[config.mk]
export PLATFORM = sky130hd
export DESIGN_NAME = substrate_shutter
export DESIGN_NICKNAME = d
export VERILOG_FILES = /design/src/hdl/toggle_window.v /design/src/hdl/field_mask_counter.v /design/src/hdl/substrate_shutter.v
export VERILOG_INCLUDE_DIRS = /design/src /design/src/shared
export SDC_FILE = /design/constraint.sdc
export NUM_CORES = 1
export LEC_CHECK = 0
export BUFFER_PORTS_ARGS = -buffer_cell sky130_fd_sc_hd__buf_2
export CORE_MARGIN = 2
export CORE_UTILIZATION = 59
export CTS_CLUSTER_DIAMETER = 100
export CTS_CLUSTER_SIZE = 10
export DETAILED_ROUTE_END_ITERATION = 16
export PLACE_DENSITY_LB_ADDON = 0.25
export SYNTH_ARGS = -nofsm -noshare
export SYNTH_HDL_FRONTEND = slang
export SYNTH_SLANG_ARGS = --single-unit
[constraint.sdc]
create_clock -name clk_i -period 6 [get_ports clk_i]
set_input_delay 0 -clock clk_i [delete_from_list [all_inputs] [get_ports clk_i]]
set_output_delay 0 -clock clk_i [all_outputs]
set_load 0.005 [all_outputs]
[src/shared/substrate_shutter_regs.vh]
`ifndef SUBSTRATE_SHUTTER_REGS_VH
`define SUBSTRATE_SHUTTER_REGS_VH

// Register offsets
`define EXPOSE_MASK_OFFSET       8'h74
`define PULSE_COUNT_OFFSET       8'h75
`define PRIMARY_ACTION_OFFSET    8'h70

// Field widths
`define POS_W                    13
`define CNT_W                    13
`define ACTION_W                 3

// Primary counter action codes
`define ACTION_NONE              3'h0
`define ACTION_SINGLE            3'h1
`define ACTION_REPEAT            3'h2
`define ACTION_DELAYED           3'h3
`define ACTION_DELAYED_REPEAT    3'h4
`define ACTION_MANUAL_EXPOSE     3'h5
`define ACTION_MANUAL_READ       3'h6
`define ACTION_FORCE_IDLE        3'h7

// Reset values, and the start line value that is not to be written
`define FINE_TOGGLE_OFF          13'h1fff
`define SKIP_FIRST_RESET         1'h0
`define START_LINE_NEXT          13'h0000
`define START_LINE_INVALID       13'h0001

`endif

[src/hdl/toggle_window.v]
`timescale 1ns/1ps
`default_nettype none

// High between the two toggle positions of a line, whichever order they have
module toggle_window #(
    parameter POS_W = 13
) (
    // Pixel position and toggles
    input  wire [POS_W-1:0] pos_i,
    input  wire [POS_W-1:0] first_i,
    input  wire [POS_W-1:0] second_i,
    // Result
    output wire             inside_o
);

    assign inside_o = (pos_i >= first_i) ^ (pos_i >= second_i);

endmodule // toggle_window

`default_nettype wire

[src/hdl/field_mask_counter.v]
`timescale 1ns/1ps
`default_nettype none

// Counts a mask duration down in whole fields
module field_mask_counter #(
    parameter CNT_W = 13
) (
    // Clock and reset
    input  wire             clk_i,
    input  wire             rst_i,
    // Control
    input  wire             load_i,
    input  wire [CNT_W-1:0] count_i,
    input  wire             tick_i,
    input  wire             hold_i,
    input  wire             clear_i,
    // State
    output wire             active_o
);

    reg [CNT_W-1:0] remaining;

    always @(posedge clk_i or posedge rst_i)
    begin
        if (rst_i)
        begin
            remaining <= {CNT_W{1'b0}};
        end
        else if (clear_i)
        begin
            remaining <= {CNT_W{1'b0}};
        end
        else if (load_i)
        begin
            remaining <= count_i;
        end
        else if (tick_i && !hold_i && remaining != {CNT_W{1'b0}})
        begin
            remaining <= remaining - {{(CNT_W-1){1'b0}}, 1'b1};
        end
    end

    assign active_o = (remaining != {CNT_W{1'b0}}) || hold_i;

endmodule // field_mask_counter

`default_nettype wire

[src/hdl/substrate_shutter.v]
`timescale 1ns/1ps
`default_nettype none
`include "substrate_shutter_regs.vh"

// Notes on behaviour
// Substrate pulses run every field by default
// One pulse per line, count from register
// Start polarity, toggle at two pixel positions
// Pulses start after primary gate active line
// Start line 0 next line, N delays
// Shadow values load on line after gate
// Extra fine pulse in last pulsed line
// Fine toggles at maximum disable extra pulse
// Fine toggles update at gate or field
// Software activates primary counter for low speed
// Gate masked for exposure field count
// Substrate masked for expose plus read count
// Masks apply from the following field
// Skip bit delays masks by one field
// Zero durations leave outputs unchanged
// Secondary counter never touches these outputs
// Sensor gate pulses every field by default
// Gate suppress keeps substrate train running
// Action 1 counts once, 7 idles
// Action 5 masks until readout or idle
// Masks count whole fields, then release
module substrate_shutter #(
    parameter POS_W = `POS_W,
    parameter CNT_W = `CNT_W
) (
    // Clock and reset
    input  wire                  clk_i,
    input  wire                  rst_i,
    // Timing from the field and line generator
    input  wire                  field_sync_i,
    input  wire                  line_start_i,
    input  wire [CNT_W-1:0]      primary_gate_active_line_i,
    input  wire                  sensor_gate_i,
    // Substrate pulse settings
    input  wire                  pulse_start_polarity_i,
    input  wire [POS_W-1:0]      pulse_toggle_first_i,
    input  wire [POS_W-1:0]      pulse_toggle_second_i,
    input  wire [CNT_W-1:0]      pulses_per_field_i,
    input  wire [CNT_W-1:0]      pulse_start_line_i,
    input  wire                  gate_suppress_i,
    // Fine pulse settings
    input  wire [POS_W-1:0]      fine_toggle_first_i,
    input  wire [POS_W-1:0]      fine_toggle_second_i,
    input  wire                  fine_update_at_field_i,
    // Low speed settings
    input  wire [CNT_W-1:0]      exposure_field_count_i,
    input  wire [CNT_W-1:0]      expose_read_field_count_i,
    input  wire                  skip_first_mask_i,
    input  wire [CNT_W-1:0]      primary_max_i,
    input  wire                  primary_action_write_i,
    input  wire [`ACTION_W-1:0]  primary_action_i,
    // Outputs to the vertical driver
    output reg                   substrate_clock_o,
    output reg                   vertical_sensor_gate_o,
    // Status
    output reg                   primary_busy_o,
    output reg                   substrate_masked_o,
    output reg                   gate_masked_o
);

    localparam [1:0] ST_IDLE   = 2'h0;
    localparam [1:0] ST_ARMED  = 2'h1;
    localparam [1:0] ST_RUN    = 2'h2;
    localparam [1:0] ST_MANUAL = 2'h3;

    localparam [CNT_W:0] ONE_WIDE = {{CNT_W{1'b0}}, 1'b1};

    reg  [POS_W-1:0]   pixel;
    reg  [CNT_W-1:0]   line;
    reg  [CNT_W-1:0]   lines_after;
    reg                after_gate;

    reg                polarity;
    reg  [POS_W-1:0]   toggle_first;
    reg  [POS_W-1:0]   toggle_second;
    reg  [CNT_W-1:0]   pulse_count;
    reg  [CNT_W-1:0]   start_line;
    reg                suppress;
    reg  [POS_W-1:0]   fine_first;
    reg  [POS_W-1:0]   fine_second;

    reg  [1:0]         state;
    reg  [CNT_W-1:0]   field_count;
    reg                skip_pending;
    reg                manual_expose;
    reg                manual_read;

    wire               gate_line_end;
    wire [CNT_W:0]     first_line;
    wire [CNT_W:0]     end_line;
    wire [CNT_W:0]     here;
    wire               pulse_line;
    wire               last_line;
    wire               fine_enabled;
    wire               normal_inside;
    wire               fine_inside;
    wire               mask_start;
    wire               expose_active;
    wire               read_active;
    wire               force_idle;
    wire               read_start;
    reg                next_substrate;

    // The line that follows the primary gate line starts here
    assign gate_line_end = line_start_i && !field_sync_i
                           && (line == primary_gate_active_line_i);

    // Pixel position within the line and line number within the field
    always @(posedge clk_i or posedge rst_i)
    begin
        if (rst_i)
        begin
            pixel <= {POS_W{1'b0}};
            line  <= {CNT_W{1'b0}};
        end
        else
        begin
            if (line_start_i || field_sync_i)
            begin
                pixel <= {POS_W{1'b0}};
            end
            else if (pixel != {POS_W{1'b1}})
            begin
                pixel <= pixel + {{(POS_W-1){1'b0}}, 1'b1};
            end
            if (field_sync_i)
            begin
                line <= {CNT_W{1'b0}};
            end
            else if (line_start_i && line != {CNT_W{1'b1}})
            begin
                line <= line + {{(CNT_W-1){1'b0}}, 1'b1};
            end
        end
    end

    // Lines counted from the gate line; 1 is the line right after it
    always @(posedge clk_i or posedge rst_i)
    begin
        if (rst_i)
        begin
            lines_after <= {CNT_W{1'b0}};
            after_gate  <= 1'b0;
        end
        else if (field_sync_i)
        begin
            lines_after <= {CNT_W{1'b0}};
            after_gate  <= 1'b0;
        end
        else if (gate_line_end)
        begin
            lines_after <= {{(CNT_W-1){1'b0}}, 1'b1};
            after_gate  <= 1'b1;
        end
        else if (line_start_i && after_gate && lines_after != {CNT_W{1'b1}})
        begin
            lines_after <= lines_after + {{(CNT_W-1){1'b0}}, 1'b1};
        end
    end

    // Working copies of the settings, taken at the line after the gate line; fine toggles at field sync if fine_update_at_field_i
    always @(posedge clk_i or posedge rst_i)
    begin
        if (rst_i)
        begin
            polarity      <= 1'b0;
            toggle_first  <= {POS_W{1'b0}};
            toggle_second <= {POS_W{1'b0}};
            pulse_count   <= {CNT_W{1'b0}};
            start_line    <= `START_LINE_NEXT;
            suppress      <= 1'b0;
            fine_first    <= `FINE_TOGGLE_OFF;
            fine_second   <= `FINE_TOGGLE_OFF;
        end
        else
        begin
            if (gate_line_end)
            begin
                polarity      <= pulse_start_polarity_i;
                toggle_first  <= pulse_toggle_first_i;
                toggle_second <= pulse_toggle_second_i;
                pulse_count   <= pulses_per_field_i;
                start_line    <= pulse_start_line_i;
                suppress      <= gate_suppress_i;
            end
            if (fine_update_at_field_i ? field_sync_i : gate_line_end)
            begin
                fine_first  <= fine_toggle_first_i;
                fine_second <= fine_toggle_second_i;
            end
        end
    end

    // Value 0 means the very next line; 1 is not to be written
    assign first_line = (start_line == `START_LINE_NEXT) ? ONE_WIDE
                        : {1'b0, start_line};
    assign end_line   = first_line + {1'b0, pulse_count};
    assign here       = {1'b0, lines_after};
    assign pulse_line = after_gate && (here >= first_line)
                        && (here < end_line);
    assign last_line  = pulse_line && (here + ONE_WIDE == end_line);

    // Both fine toggles at their maximum switch the extra pulse off
    assign fine_enabled = !((fine_first == `FINE_TOGGLE_OFF)
                            && (fine_second == `FINE_TOGGLE_OFF));

    toggle_window #(
        .POS_W    (POS_W)
    ) u_normal_window (
        .pos_i    (pixel),
        .first_i  (toggle_first),
        .second_i (toggle_second),
        .inside_o (normal_inside)
    );

    toggle_window #(
        .POS_W    (POS_W)
    ) u_fine_window (
        .pos_i    (pixel),
        .first_i  (fine_first),
        .second_i (fine_second),
        .inside_o (fine_inside)
    );

    // Primary field counter; only its actions drive the masks
    assign force_idle = primary_action_write_i
                        && primary_action_i == `ACTION_FORCE_IDLE;
    // Readout loads the substrate mask on the write itself, so it does not drop there unless expose_read_field_count_i is 0
    assign read_start = primary_action_write_i && state == ST_MANUAL
                        && primary_action_i == `ACTION_MANUAL_READ;

    always @(posedge clk_i or posedge rst_i)
    begin
        if (rst_i)
        begin
            state         <= ST_IDLE;
            field_count   <= {CNT_W{1'b0}};
            skip_pending  <= `SKIP_FIRST_RESET;
            manual_expose <= 1'b0;
            manual_read   <= 1'b0;
        end
        else if (force_idle)
        begin
            state         <= ST_IDLE;
            field_count   <= {CNT_W{1'b0}};
            skip_pending  <= 1'b0;
            manual_expose <= 1'b0;
            manual_read   <= 1'b0;
        end
        else if (primary_action_write_i && primary_action_i != `ACTION_NONE
                 && primary_action_i != `ACTION_MANUAL_READ)
        begin
            state         <= ST_ARMED;
            field_count   <= {CNT_W{1'b0}};
            skip_pending  <= skip_first_mask_i;
            manual_expose <= (primary_action_i == `ACTION_MANUAL_EXPOSE);
            manual_read   <= 1'b0;
        end
        else if (primary_action_write_i && primary_action_i == `ACTION_MANUAL_READ)
        begin
            manual_expose <= 1'b0;
            manual_read   <= (state == ST_MANUAL);
            if (state == ST_MANUAL)
            begin
                state <= ST_RUN;
            end
        end
        else if (field_sync_i)
        begin
            manual_read <= 1'b0;
            case (state)
                ST_ARMED:
                begin
                    if (skip_pending)
                    begin
                        skip_pending <= 1'b0;
                    end
                    else if (manual_expose)
                    begin
                        state <= ST_MANUAL;
                    end
                    else
                    begin
                        state       <= ST_RUN;
                        field_count <= {{(CNT_W-1){1'b0}}, 1'b1};
                    end
                end
                ST_RUN:
                begin
                    if (field_count >= primary_max_i)
                    begin
                        state <= ST_IDLE;
                    end
                    else
                    begin
                        field_count <= field_count + {{(CNT_W-1){1'b0}}, 1'b1};
                    end
                end
                ST_MANUAL:
                begin
                    state <= ST_MANUAL;
                end
                default:
                begin
                    state <= ST_IDLE;
                end
            endcase
        end
    end

    // Masks load at the field boundary that opens the exposure
    assign mask_start = field_sync_i && state == ST_ARMED && !skip_pending
                        && !manual_expose && !primary_action_write_i;

    field_mask_counter #(
        .CNT_W    (CNT_W)
    ) u_gate_mask (
        .clk_i    (clk_i),
        .rst_i    (rst_i),
        .load_i   (mask_start),
        .count_i  (exposure_field_count_i),
        .tick_i   (field_sync_i),
        .hold_i   (state == ST_MANUAL || (state == ST_ARMED && manual_expose
                                           && !skip_pending && field_sync_i)),
        .clear_i  (force_idle || manual_read),
        .active_o (expose_active)
    );

    field_mask_counter #(
        .CNT_W    (CNT_W)
    ) u_substrate_mask (
        .clk_i    (clk_i),
        .rst_i    (rst_i),
        .load_i   (mask_start || read_start),
        .count_i  (expose_read_field_count_i),
        .tick_i   (field_sync_i),
        .hold_i   (state == ST_MANUAL),
        .clear_i  (force_idle),
        .active_o (read_active)
    );

    // Substrate level: idle at start polarity, toggled inside pulsed lines
    always @*
    begin
        next_substrate = polarity;
        if (pulse_line && !read_active)
        begin
            next_substrate = polarity ^ normal_inside;
            if (last_line && fine_enabled)
            begin
                next_substrate = next_substrate ^ fine_inside;
            end
        end
    end

    // The secondary counter has no port into this block
    always @(posedge clk_i or posedge rst_i)
    begin
        if (rst_i)
        begin
            substrate_clock_o      <= 1'b0;
            vertical_sensor_gate_o <= 1'b0;
            primary_busy_o         <= 1'b0;
            substrate_masked_o     <= 1'b0;
            gate_masked_o          <= 1'b0;
        end
        else
        begin
            substrate_clock_o      <= next_substrate;
            vertical_sensor_gate_o <= sensor_gate_i && !suppress
                                      && !expose_active;
            primary_busy_o         <= (state != ST_IDLE);
            substrate_masked_o     <= read_active;
            gate_masked_o          <= expose_active;
        end
    end

endmodule // substrate_shutter

`default_nettype wire

# ---- Yosys cells after proc, flatten, opt, wreduce, memory -nomap -nowiden
# Cells that the tools add are included.
# Widths: inputs -> output; s select.
dict set report classes {
  bitwise 4
  n_mux 48
  n_addsub 8
  n_eq_ne 21
  order_cmp 7
  reduce_logical 65
}
# operator count
set op_table {}
lappend op_table {{$mux 13} 21}
lappend op_table {{$ge 13x13->1} 6}
lappend op_table {{$add 13x1->13 const B} 4}
lappend op_table {{$ne 13x13->1 const B} 3}
lappend op_table {{$logic_and 1x1->1} 30}
lappend op_table {{$eq 13x13->1 const B} 2}
lappend op_table {{$pmux 13 s2} 1}
lappend op_table {{$reduce_bool 13->1} 2}
lappend op_table {{$sub 13x1->13 const B} 2}
lappend op_table {{$reduce_bool 3->1} 7}
lappend op_table {{$mux 1} 18}
lappend op_table {{$add 13x1->14 const B} 1}
lappend op_table {{$add 13x13->14} 1}
lappend op_table {{$eq 14x14->1} 1}
lappend op_table {{$lt 13x14->1} 1}
lappend op_table {{$mux 2} 7}
lappend op_table {{$eq 13x13->1} 1}
lappend op_table {{$logic_not 13->1} 1}
lappend op_table {{$ne 4x4->1 const B} 3}
lappend op_table {{$logic_not 1->1} 10}
lappend op_table {{$ne 5x5->1 const B} 2}
lappend op_table {{$eq 3x3->1 const B} 3}
lappend op_table {{$reduce_bool 2->1} 4}
lappend op_table {{$reduce_bool 4->1} 2}
lappend op_table {{other kinds (10)} 20}
dict set report totals {
  word_cells 177
  reg_bits 169
  out_inout_bits 5
}

# ---- Longest topological paths before layout
# Gate-level depths: netlist (run 1).
dict set report depth {
  word_depth 11
  ltp_mapped 22
  mapped_depth_nobuf 22
}

# ---- Cells and area by module
# From an unflattened synthesis (run 1), not the netlist that was laid out.
dict set report unflattened {
  cells_unflattened 1196
  area_unflattened_um2 11567.3
}
# mod cells_each area_each_um2 instances
set modules_own_cells {}
lappend modules_own_cells {substrate_shutter 813 8494.4 1}
lappend modules_own_cells {field_mask_counter 101 895.9 2}
lappend modules_own_cells {{toggle_window at u_normal_window} 91 653.1 1}
lappend modules_own_cells {{toggle_window at u_fine_window} 90 628.1 1}

# ---- Least setup slack after synthesis (run 1)
# Ideal clock, no wire load.
dict set report synth_path {
  path_type {reg-to-reg}
  from {register start_line[11]}
  to {register substrate_clock_o}
  path_stages_with_launch 23
  synth_period_minus_slack_ns 3.836
  setup_time_ns 0.079
  slack_ns 2.164
  arrival_time_ns 3.757
  path_cell_list {dfrtp_1 inv_1 nand4_1 nor4_1 a31o_2 ha_1 inv_1 fa_1 nor2b_1 o311a_1 nor4b_1 nor2_1 xnor2_1 ha_1 nand2_1 nor2_1 a211oi_1 o21ai_0 a21o_1 a21oi_1 a211oi_1 a2111oi_2 xor2_1}
}
dict set report synth_between {
  elab_chain_len 9
  word_cells_on_any_way 13
}
# element line_no
set synth_rtl {}
lappend synth_rtl {{from (decl)} substrate_shutter.v:82} ;# reg [CNT_W-1:0] start_line;
lappend synth_rtl {{from (signal assigned)} substrate_shutter.v:175} ;# start_line <= `START_LINE_NEXT;
lappend synth_rtl {{from (signal assigned)} substrate_shutter.v:188} ;# start_line <= pulse_start_line_i;
lappend synth_rtl {{$logic_not 13->1 (no line)} -}
lappend synth_rtl {{$mux 13 *} substrate_shutter.v:200} ;# assign first_line = (start_line == `START_LINE_NEXT) ? ONE_WIDE
lappend synth_rtl {{$add 13x13->14 / $ge 13x13->1 (equally long branches)} {substrate_shutter.v:202, substrate_shutter.v:204}}
lappend synth_rtl {{$lt 13x14->1 / $logic_and 1x1->1 (equally long branches)} {substrate_shutter.v:205, substrate_shutter.v:204}}
lappend synth_rtl {{$logic_and 1x1->1} substrate_shutter.v:205} ;# && (here < end_line);
lappend synth_rtl {{$logic_and 1x1->1} substrate_shutter.v:206} ;# assign last_line = pulse_line && (here + ONE_WIDE == end_line);
lappend synth_rtl {{$logic_and 1x1->1} substrate_shutter.v:354} ;# if (last_line && fine_enabled)
lappend synth_rtl {{$mux 1} substrate_shutter.v:354}
lappend synth_rtl {{$mux 1 *} substrate_shutter.v:351} ;# if (pulse_line && !read_active)
lappend synth_rtl {{via next_substrate} substrate_shutter.v:107} ;# reg next_substrate;
lappend synth_rtl {{to (signal assigned)} substrate_shutter.v:374} ;# substrate_clock_o <= next_substrate;
lappend synth_rtl {{to (decl)} substrate_shutter.v:58} ;# output reg substrate_clock_o,
# Mark *: on every way through the listed nets, which the timed path passes. The rest lies on a longest branch.
# A chain may end at the register's enable or synchronous reset.

# ---- Final worst setup path (run 1)
# Same ends and word-level chain as after synthesis.

==> impl_metrics.ini, run 1 <==
[sta]
tns_ps = 0
rsz0062_at_grt = false
relSlewSlack_pct = 36.4
max_freq_mhz = 211
slew_viol_final = 0
hold_viol = 0
period_minus_slack_ps = 4740
worst_pin_slew_ps = 954
fin_hold_ws_ps = 19.4
clock_skew_ps = 12.4
fin_ws_ps = 1260
fin_crit_sh_pct = 78.9
finalSetupViolations = 0

[critical_path]
cp_cell_sequence = inv_1, nand4_1, nor4_1, a31o_2, ha_1, inv_1, fa_1, nor2b_1, o311a_1, nor4b_1, nor2_1, xnor2_1, ha_1, nand2_1, nor2_1, a211oi_1, o21ai_0, a21o_1, a21oi_1, a211oi_1, a2111oi_2, xor2_1
rr_startpoint = start_line[11]
worstPathMaxFanout = 4
slowest_stage = nor4_1
cp-end-kind = flip-flop
cp_data_required_time_ps = 6360
cp.arrival_ps = 5100
critPathLaunch = start_line[11]
crit_path_start_kind = flip-flop
worst-setup-path-type = reg -> reg
max_stage_delay_ps = 520

[finish]
postLayoutCoreUtil_pct = 73.8
fill_cells = 1334
antenna_cells = 0
synthToLayoutAreaGrowth_pct = 23.5
fin_nets = 1637
final_cells = 1625
drive_gt1_share_pct = 23.3
fin_area_um2 = 13800

[clock_network]
htree_levels = 4
clk_pin_slew_ps = 70
max-clock-path-buffers = 2
clock_sinks = 169
cts_tree = done
root_buffer = clkbuf_16
clkLatencyLatePin_ps = 440
cts_buffers = 17
hold_buffers = 113
postCtsResizedCells = 0
cts_setup_buffers = 0

[global_route]
grt_use_total_pct = 28.2
busiest_layer = met2
overflow = 0
grt_use_met3_pct = 5.06
antenna_found_initial = 0
grt_pass1_vias = 9385
grt_max_degree = 106
use_met1_pct = 36.4
met2_usage_pct = 48.2
grt_pass1_wl_um = 45300

[die]
design.core.area_um2 = 18600
die_h_um = 141
initial_core_util_pct = 59.8
rows = 50
die_x_um = 141
die-area_um2 = 20000
ios = 148

[synthesis]
synth-edff-count = 0
yosys_warnings = 0
ys_seq_area_share_pct = 38.3
yosys_register_bits = 169
syn_inst = 1138
synth.avg_cell_area_um2 = 9.79
synth_cell_types = 78
async_flop_share_pct = 100
synthesis.area_um2 = 11100
ys.flop_type = dfrtp_1
syn_nets = 1396

[place]
dp_cells = 1481
place.gp.congestion = 0.918
place_area_um2 = 12000
place.port_buffers = 147
post-place-ws_ps = 1420
dpl.hpwl_um = 18300

[drt]
drtIter0Drc = 537
route.detailed.drc = 0
wl_per_cell_um = 16.8
firstDrtPassIters = 6
via_per_inst = 5.75
ant_nets = 0
wl_um = 27300
vias = 9351

[worst_hold_path]
hp-start = primary_action_i[0]
hp-class = in -> reg

[pwr]
power.share.sequential_pct = 44.0
p_per_area_nw_per_um2 = 232
switching_power_mw = 0.955
p_leak_nw = 6.63
combPwrFrac_pct = 20.9
sw_frac_of_total_pct = 29.9
p_int_mw = 2.24
vdd_drop_max_mv = 0.202
p_clk_share_pct = 35.0
power_mw = 3.19

[status]
status = finished clean

[run]
drv_cap = 0
==> final timing paths <==
kind	slack, ps	endpoint	depth (start not counted)
max	1260	substrate_clock_o	22
min	20	manual_read	4
max reg2reg	1260	substrate_clock_o	22
min reg2reg	470	vertical_sensor_gate_o	1
max in group asynchronous	4210	u_substrate_mask.remaining[7]	4
min in group asynchronous	330	toggle_first[6]	3
==> registers in the layout (all words and copies together) (netlist names), 2 cells and up <==
register,cells
field_count,13
fine_first,13
fine_second,13
line,13
lines_after,13
pixel,13
pulse_count,13
start_line,13
state,2
toggle_first,13
toggle_second,13
u_gate_mask.remaining,13
u_substrate_mask.remaining,13
==> synth_stat cells, types with 16 or more instances <==
library cell / count / area share [%]
nand3_1: 21 / 0.94
xnor2_1: 37 / 2.9
dfstp_2: 26 / 6.1
or3_1: 16 / 0.90
nor2_1: 84 / 2.8
mux2_2: 82 / 8.3
clkbuf_1: 39 / 1.3
o21ai_0: 63 / 2.8
nand2_1: 63 / 2.1
a211oi_1: 21 / 1.4
a21o_1: 17 / 1.1
nand4_1: 20 / 1.1
nand2b_1: 19 / 1.1
xor2_1: 44 / 3.5
dfrtp_1: 143 / 32
nor3_1: 27 / 1.2
ha_1: 114 / 13
a21oi_1: 47 / 2.1
inv_1: 91 / 3.1
==> cells in the final DEF (no fill, tap or decap), types with 44 or more instances in the layout <==
cell type,count
xor2_1,44
a21oi_1,46
dfrtp_1,143
buf_2,147
o21ai_0,63
dlygate4sd3_1,113
mux2_2,82
nand2_1,63
inv_1,90
nor2_1,84
ha_1,114
==> cells by family (layout without fill, tap and decap cells) <==
family	after synthesis	after routing	synth area share, %
XOR/XNOR	83	83	6.76
adder cells (fa/ha/maj)	115	115	13.0
flip-flops	169	169	38.3
AND/OR/NAND/NOR	322	322	15.1
AO/OA/AOI/OAI	231	231	13.8
multiplexers	85	85	8.56
buffers and inverters	133	386	4.57
==> final cells by class <==
type,count,area [um2],share of cell area (%)
multi-input combinational,836,6380,46.4
sequential,169,4260,31.0
timing repair buffer,264,1900,13.8
clock buffer,18,439,3.19
inverter,91,347,2.52
tap,234,293,2.13
clock inverter,13,144,1.05
==> metal layers <==
metal,share of wire (%),routed length [um]
met1,44,12000
met2,49,13400
met3,4.7,1280
met4,2.1,574
met5,0,0
==> critical path: cells and delay by family, from the launching register on <==
| kind | cells | cell delay (ps) |
|---|---|---|
| AOI/OAI and AO/OA | 8 | 1600 |
| xor gates and xnor gates | 2 | 360 |
| buffers and inverters | 2 | 150 |
| DFF | 1 | 410 |
| adders and majority gates | 3 | 870 |
| and+or+nand+nor | 7 | 1280 |
==> power groups by stage <==
stage | Clock [mW] | Combinational (mW) | Sequential [mW]
after global routing | 1.19 | 0.754 | 1.42
after CTS | 1.14 | 0.662 | 1.40
after detailed placement | 0 | 0.599 | 1.42
final | 1.12 | 0.668 | 1.41
after floorplan | 0 | 0.446 | 1.39
after global placement | 0 | 0.583 | 1.42
(Power assumes the default switching activity.)
==> run 2, diff against run 1 <==
- ABC_AREA: not set -> 1
- CORE_UTILIZATION: 59 -> 60
- clock period: 6 -> 4.5 ns (I/O delays scaled with it)
==> run 2 against run 1 <==
Sequential cell count did not move. Die area increased by 7.3%. Utilization is 0.13 points lower. Maximum frequency up 20%. Clock power up 29%. Cell count up 31%. Synthesized cell count is 40% higher. Combinational power is 78% higher. Count of clock-buffer cells in the layout unchanged. Final area grew 7.6%. Critical endpoint unchanged. Highest routed layer is now met5.
==> impl_metrics.ini, run 2 <==
[status]
status = finished clean

[clock_network]
htree_levels = 4
cts_tree = done
cts_setup_buffers = 0
clk_pin_slew_ps = 70
clock_sinks = 169
cts_buffers = 17
clkLatencyLatePin_ps = 430
root_buffer = clkbuf_16
max-clock-path-buffers = 2

[global_route]
overflow = 0
antenna_found_initial = 1
grt_pass1_vias = 11100
grt_max_degree = 170
grt_pass1_wl_um = 51900
grt_use_total_pct = 29.4

[critical_path]
cp_data_required_time_ps = 4820
timing.rr.end = substrate_clock_o
rr_startpoint = start_line[8]
ff2ff_setup_slack_ps = 550
cp.arrival_ps = 4270
cp-end-kind = flip-flop
r2r_cells = 23
worstPathMaxFanout = 4
worst-setup-path-type = reg -> reg
crit_path_start_kind = flip-flop

[pwr]
combPwrFrac_pct = 26.6
switching_power_mw = 1.49
p_int_mw = 2.96
p_clk_share_pct = 32.3
p_leak_nw = 7.70
sw_frac_of_total_pct = 33.5
p_per_area_nw_per_um2 = 301
vdd_drop_max_mv = 0.314
power.share.sequential_pct = 41.1

[drt]
firstDrtPassIters = 5
wl_met3_um = 1630
ant_nets = 0
route.detailed.drc = 0
wl_met2_um = 15000
via_per_inst = 5.38
vias = 11400
wl_um = 30800
drtIter0Drc = 723
wl_met1_um = 13400
wl_per_cell_um = 14.5
highest_layer = met5

[place]
dp_cells = 1975
post-place-ws_ps = 656
dpl.hpwl_um = 21400
place.gp.congestion = 0.906
place_area_um2 = 13100
place.port_buffers = 147

[die]
rows = 52
die_h_um = 146
design.core.area_um2 = 20100
ios = 148
die-area_um2 = 21500
die_x_um = 146
initial_core_util_pct = 60.6

[sta]
max_freq_mhz = 253
clock_skew_ps = 11.2
rsz0062_at_grt = false
hold_viol = 0
tns_ps = 0
relSlewSlack_pct = 37.5
worst_pin_slew_ps = 937
fin_hold_ws_ps = 157
slew_viol_final = 0
finalSetupViolations = 0
period_minus_slack_ps = 3950
fin_crit_sh_pct = 87.8
fin_ws_ps = 551

[synthesis]
syn_nets = 1850
netlist.area_leader.share_pct = 29.4
synth.avg_cell_area_um2 = 7.65
yosys.area_share.simple_pct = 24.5
synthMuxAreaShare_pct = 5.71
synth_cell_types = 60
synth_area_leader_cell = dfrtp_1
synth_top_family_by_area = simple AND/OR/NAND/NOR gates
ys.flop_type = dfrtp_1
syn_inst = 1592
yosysMostFrequentCell = nand2_1
synth_compound_area_share_pct = 11.2
synth-edff-count = 0
synthXorXnorAreaFrac_pct = 1.37
synthTopCellsByCount = nand2_1, inv_1, dfrtp_1, nor2_1, ha_1
synthTopCellsByArea = dfrtp_1, ha_1, nand2_1, inv_1, dfstp_2
synth_adder_area_share_pct = 11.9
ys_seq_area_share_pct = 35.0
yosys_register_bits = 169
yosys_warnings = 0
synthesis.area_um2 = 12200
async_flop_share_pct = 100

[finish]
final_cells = 2122
seqCellArea_um2 = 4260
fin_area_um2 = 14800
drive_gt1_share_pct = 17.0
final_cell_mix = nand2_1, inv_1, buf_2, dfrtp_1, nor2_1
synthToLayoutAreaGrowth_pct = 21.6
antenna_cells = 0
fin_nets = 2097
multi_input_area_um2 = 6670
fill_cells = 1531
final_common_cell = nand2_1

[worst_hold_path]
hp-class = in -> reg
hp-start = primary_action_write_i
hold-path-endpoint = manual_read
holdPathStages = 7

[run]
drv_cap = 0
## run 2: logic make-up after synthesis
family,count (synthesis)
AO/OA/AOI/OAI,238
XOR/XNOR,19
adder cells (fa/ha/maj),115
buffers and inverters,315
flip-flops,169
multiplexers,56
AND/OR/NAND/NOR,680
## run 2: worst max-delay path by stage
stage,from,end,slack (ps),depth (start not counted)
2_1_floorplan,start_line[8],substrate_clock_o,1320,22
3_5_place_dp,start_line[6],substrate_clock_o,660,23
5_1_grt,start_line[6],substrate_clock_o,190,22
3_3_place_gp,start_line[8],substrate_clock_o,720,22
6_report,start_line[8],substrate_clock_o,550,23
4_1_cts,start_line[6],substrate_clock_o,610,23
## run 2: what timing repair did
item / in CTS / in global routing
gates resized for setup: 0 / 0
hold endpoints to repair: 258 / 0
hold buffers: 115 / 0
## run 2: critical path, stage by stage (launching register included)
cell      delay [ps]
dfrtp_1          410
inv_1             80
nand4_1          110
nor4_1           420
a31o_2           260
ha_1             190
inv_1             60
fa_1             410
inv_1            150
nand2_1           90
nand2_1          110
nand3_1          130
nand2_1          160
nand2_1           90
nand2_1           70
ha_1             220
nand2_1          100
nor2_1            50
a211oi_1         180
a21oi_1           90
nor2_1           180
inv_1             70
o21ai_0          140
nand2_1           70
## run 2: area by class of cell
class	instances	area share, %
multi-input combinational	1108	45.0
timing repair buffer	266	13.0
clock buffer	18	2.90
tap	270	2.28
sequential	169	28.8
inverter	277	7.08
clock inverter	14	0.938
## run 2: per-layer routing
metal	global-route usage [%]	vias to the layer above
met5	0	-
met4	9.08	2
li1	-	5736
met2	50.2	372
met3	4.50	64
met1	38.7	5250
## run 2: metrics by stage
step           util, %  total power [mW]
2_1_floorplan        -              2.67
3_3_place_gp      65.1              2.89
3_5_place_dp      65.1              2.94
4_1_cts           73.7              4.46
5_1_grt           73.7              4.73
6_report          73.7              4.46
## run 2: power by group through the flow
stage	Combinational, mW	Clock, mW	Sequential, mW
after floorplan	0.850	0	1.82
after global placement	1.04	0	1.85
after detailed placement	1.09	0	1.85
after CTS	1.18	1.45	1.83
after global routing	1.36	1.52	1.85
final	1.19	1.44	1.83
==> run 3, diff against run 2 <==
- RECOVER_POWER: not set -> 25
- SYNTH_HIERARCHICAL: not set -> 1
==> run 3 against run 2 <==
The run now ends with max-capacitance violations, max-slew violations left. Cell count grew 15%. Wire length grew 19%. Clock power grew 4%. Utilization decreased by 0.76 points. Synthesized cell count increased by 19%. Critical path depth up 2. Sequential share of layout area decreased by 2.1 points. Final area increased by 7.8%. Critical path type unchanged.
==> impl_metrics.ini, run 3 <==
[critical_path]
ff2ff_setup_slack_ps = 580
cp.arrival_ps = 4250
worstPathMaxFanout = 4
cp-end-kind = flip-flop
crit_path_start_kind = flip-flop
timing.rr.end = substrate_clock_o
rr_startpoint = start_line[7]
r2r_cells = 25
cp_data_required_time_ps = 4830
worst-setup-path-type = reg -> reg

[synthesis]
synth-edff-count = 0
netlist.area_leader.share_pct = 26.7
yosysMostFrequentCell = nand2_1
synth.avg_cell_area_um2 = 7.06
yosys_register_bits = 169
synthTopCellsByArea = dfrtp_1, nand2_1, ha_1, inv_1, dfstp_2
ys.flop_type = dfrtp_1
yosys_warnings = 6
async_flop_share_pct = 100
syn_nets = 2160
ys_seq_area_share_pct = 31.8
synthesis.area_um2 = 13400
synth_cell_types = 61
synthTopCellsByCount = nand2_1, inv_1, dfrtp_1, nor2_1, nand3_1
syn_inst = 1900
synth_area_leader_cell = dfrtp_1

[sta]
finalSetupViolations = 0
relSlewSlack_pct = -45.6
fin_crit_sh_pct = 87.2
hold_viol = 0
max_freq_mhz = 255
period_minus_slack_ps = 3920
tns_ps = 0
slew_viol_final = 99
worst_pin_slew_ps = 2180
fin_hold_ws_ps = 46.3
clock_skew_ps = 13.4
rsz0062_at_grt = false

[clock_network]
htree_levels = 4
cts_tree = done
clkLatencyLatePin_ps = 440
root_buffer = clkbuf_16
clk_pin_slew_ps = 70
max-clock-path-buffers = 2
cts_setup_buffers = 0
postCtsResizedCells = 0
clock_sinks = 169
cts_buffers = 17

[worst_hold_path]
holdPathStages = 4
hold-path-endpoint = manual_read
hp-start = primary_action_i[0]
hp-class = in -> reg

[drt]
vias = 13100
via_per_inst = 5.39
wl_per_cell_um = 15.0
firstDrtPassIters = 7
wl_um = 36600
drtIter0Drc = 1118
ant_nets = 0
route.detailed.drc = 0

[pwr]
switching_power_mw = 1.78
sw_frac_of_total_pct = 36.3
p_per_area_nw_per_um2 = 308
p_int_mw = 3.13
p_clk_share_pct = 30.5
power.share.sequential_pct = 38.1
vdd_drop_max_mv = 0.337
combPwrFrac_pct = 31.4
p_leak_nw = 8.53

[die]
die_h_um = 154
ios = 148
die-area_um2 = 23600
rows = 54
die_x_um = 154
initial_core_util_pct = 61.3
design.core.area_um2 = 21900

[finish]
synthToLayoutAreaGrowth_pct = 19.0
drive_gt1_share_pct = 18.0
fin_nets = 2399
antenna_cells = 0
final_cells = 2432
final_common_cell = nand2_1
postLayoutCoreUtil_pct = 72.9
final_cell_mix = nand2_1, inv_1, dfrtp_1, buf_2, nor2_1

[place]
place.gp.congestion = 0.959
place.port_buffers = 147
dp_cells = 2288
dpl.hpwl_um = 25400

[global_route]
overflow = 0
grt_max_degree = 99
grt_use_total_pct = 31.4
antenna_found_initial = 0
grt_pass1_vias = 12900
grt_pass1_wl_um = 60800

[status]
status = finished with violations
violations = max-capacitance violations, max-slew violations

[run]
drv_cap = 1
[run 3: changes by cell type after synthesis, moves of 17 or more]
cell     before  now
inv_1       260  301
mux2_2       36    0
mux2_4       18    0
nand2_1     355  576
nand2_2       5   42
nand3_1      99  127
nor2_2        7   29
o21ai_1      24    3
o21ai_2       1   36
o22ai_1      27   10
[run 3: how the worst max path moves through the flow]
stage	start	endpoint	slack, ps	depth (start not counted)
after CTS	start_line[5]	substrate_clock_o	770	25
after floorplan	rst_i	after_gate	710	1
final	start_line[7]	substrate_clock_o	580	25
after global routing	start_line[7]	substrate_clock_o	320	25
after global placement	start_line[6]	substrate_clock_o	890	24
after detailed placement	start_line[7]	substrate_clock_o	810	25
[run 3: kinds of logic after synthesis]
family / count (synthesis) / synth area share (%)
mux: 2 / 0.149
compound gates: 210 / 9.96
xor+xnor: 11 / 0.774
buf+inv: 360 / 11.0
flops: 169 / 31.8
simple gates: 1031 / 35.4
fa+ha+maj: 117 / 11.0
[run 3: layer usage]
| metal | part of all wire, % | vias to the layer above | track usage, % |
|---|---|---|---|
| met5 | 0 | - | 0 |
| met3 | 6.1 | 89 | 4.23 |
| met1 | 43 | 6050 | 40.1 |
| met2 | 48 | 485 | 53.6 |
| met4 | 3.3 | 0 | 13.4 |
| li1 | - | 6496 | - |
[run 3: cell type report]
class | instances | area (um2)
Sequential cell | 169 | 4260
Timing Repair Buffer | 263 | 1880
Fill cell | 1741 | 5930
Clock buffer | 18 | 439
Inverter | 317 | 1190
Multi-Input combinational cell | 1371 | 7690
Clock inverter | 14 | 146
Tap cell | 280 | 350
[run 3: timing repair]
action	4_1_cts	5_1_grt
endpoints found under the hold margin	215	0
hold buffers	112	0
setup endpoints to repair	0	0
[run 3: power by group through the flow]
stage | Sequential [mW] | Clock (mW) | Combinational, mW
after detailed placement | 1.89 | 0 | 1.41
after global placement | 1.89 | 0 | 1.37
final | 1.88 | 1.50 | 1.54
after global routing | 1.89 | 1.57 | 1.74
after floorplan | 1.85 | 0 | 1.14
after CTS | 1.87 | 1.52 | 1.50
[run 3: worst max-delay path: stages (launching register included)]
cell and delay [ps]:
dfrtp_1 390, inv_1 100, nand4_1 120, nor4_1 460
a31o_2 270, ha_1 220, inv_1 80, fa_1 380
inv_1 130, nand3_1 150, nand2_2 110, nand2_1 80
nand2_1 90, nand2_1 80, nand2_1 70, nand2_1 70
nand2_2 80, ha_1 240, inv_1 60, nor2_1 40
o21ai_0 140, nand3_1 90, nor2_1 150, nand3_1 100
nand2_1 60, nand2_1 50
[run 3: stage by stage]
stage | area (um2) | setup WS [ps] | power (mW)
floorplan | 13400 | 705 | 2.99
detailed placement | 14300 | 807 | 3.30
finish | 16000 | 576 | 4.92
global route | 16000 | 315 | 5.21
CTS | 16000 | 771 | 4.88
global placement | 14300 | 894 | 3.26
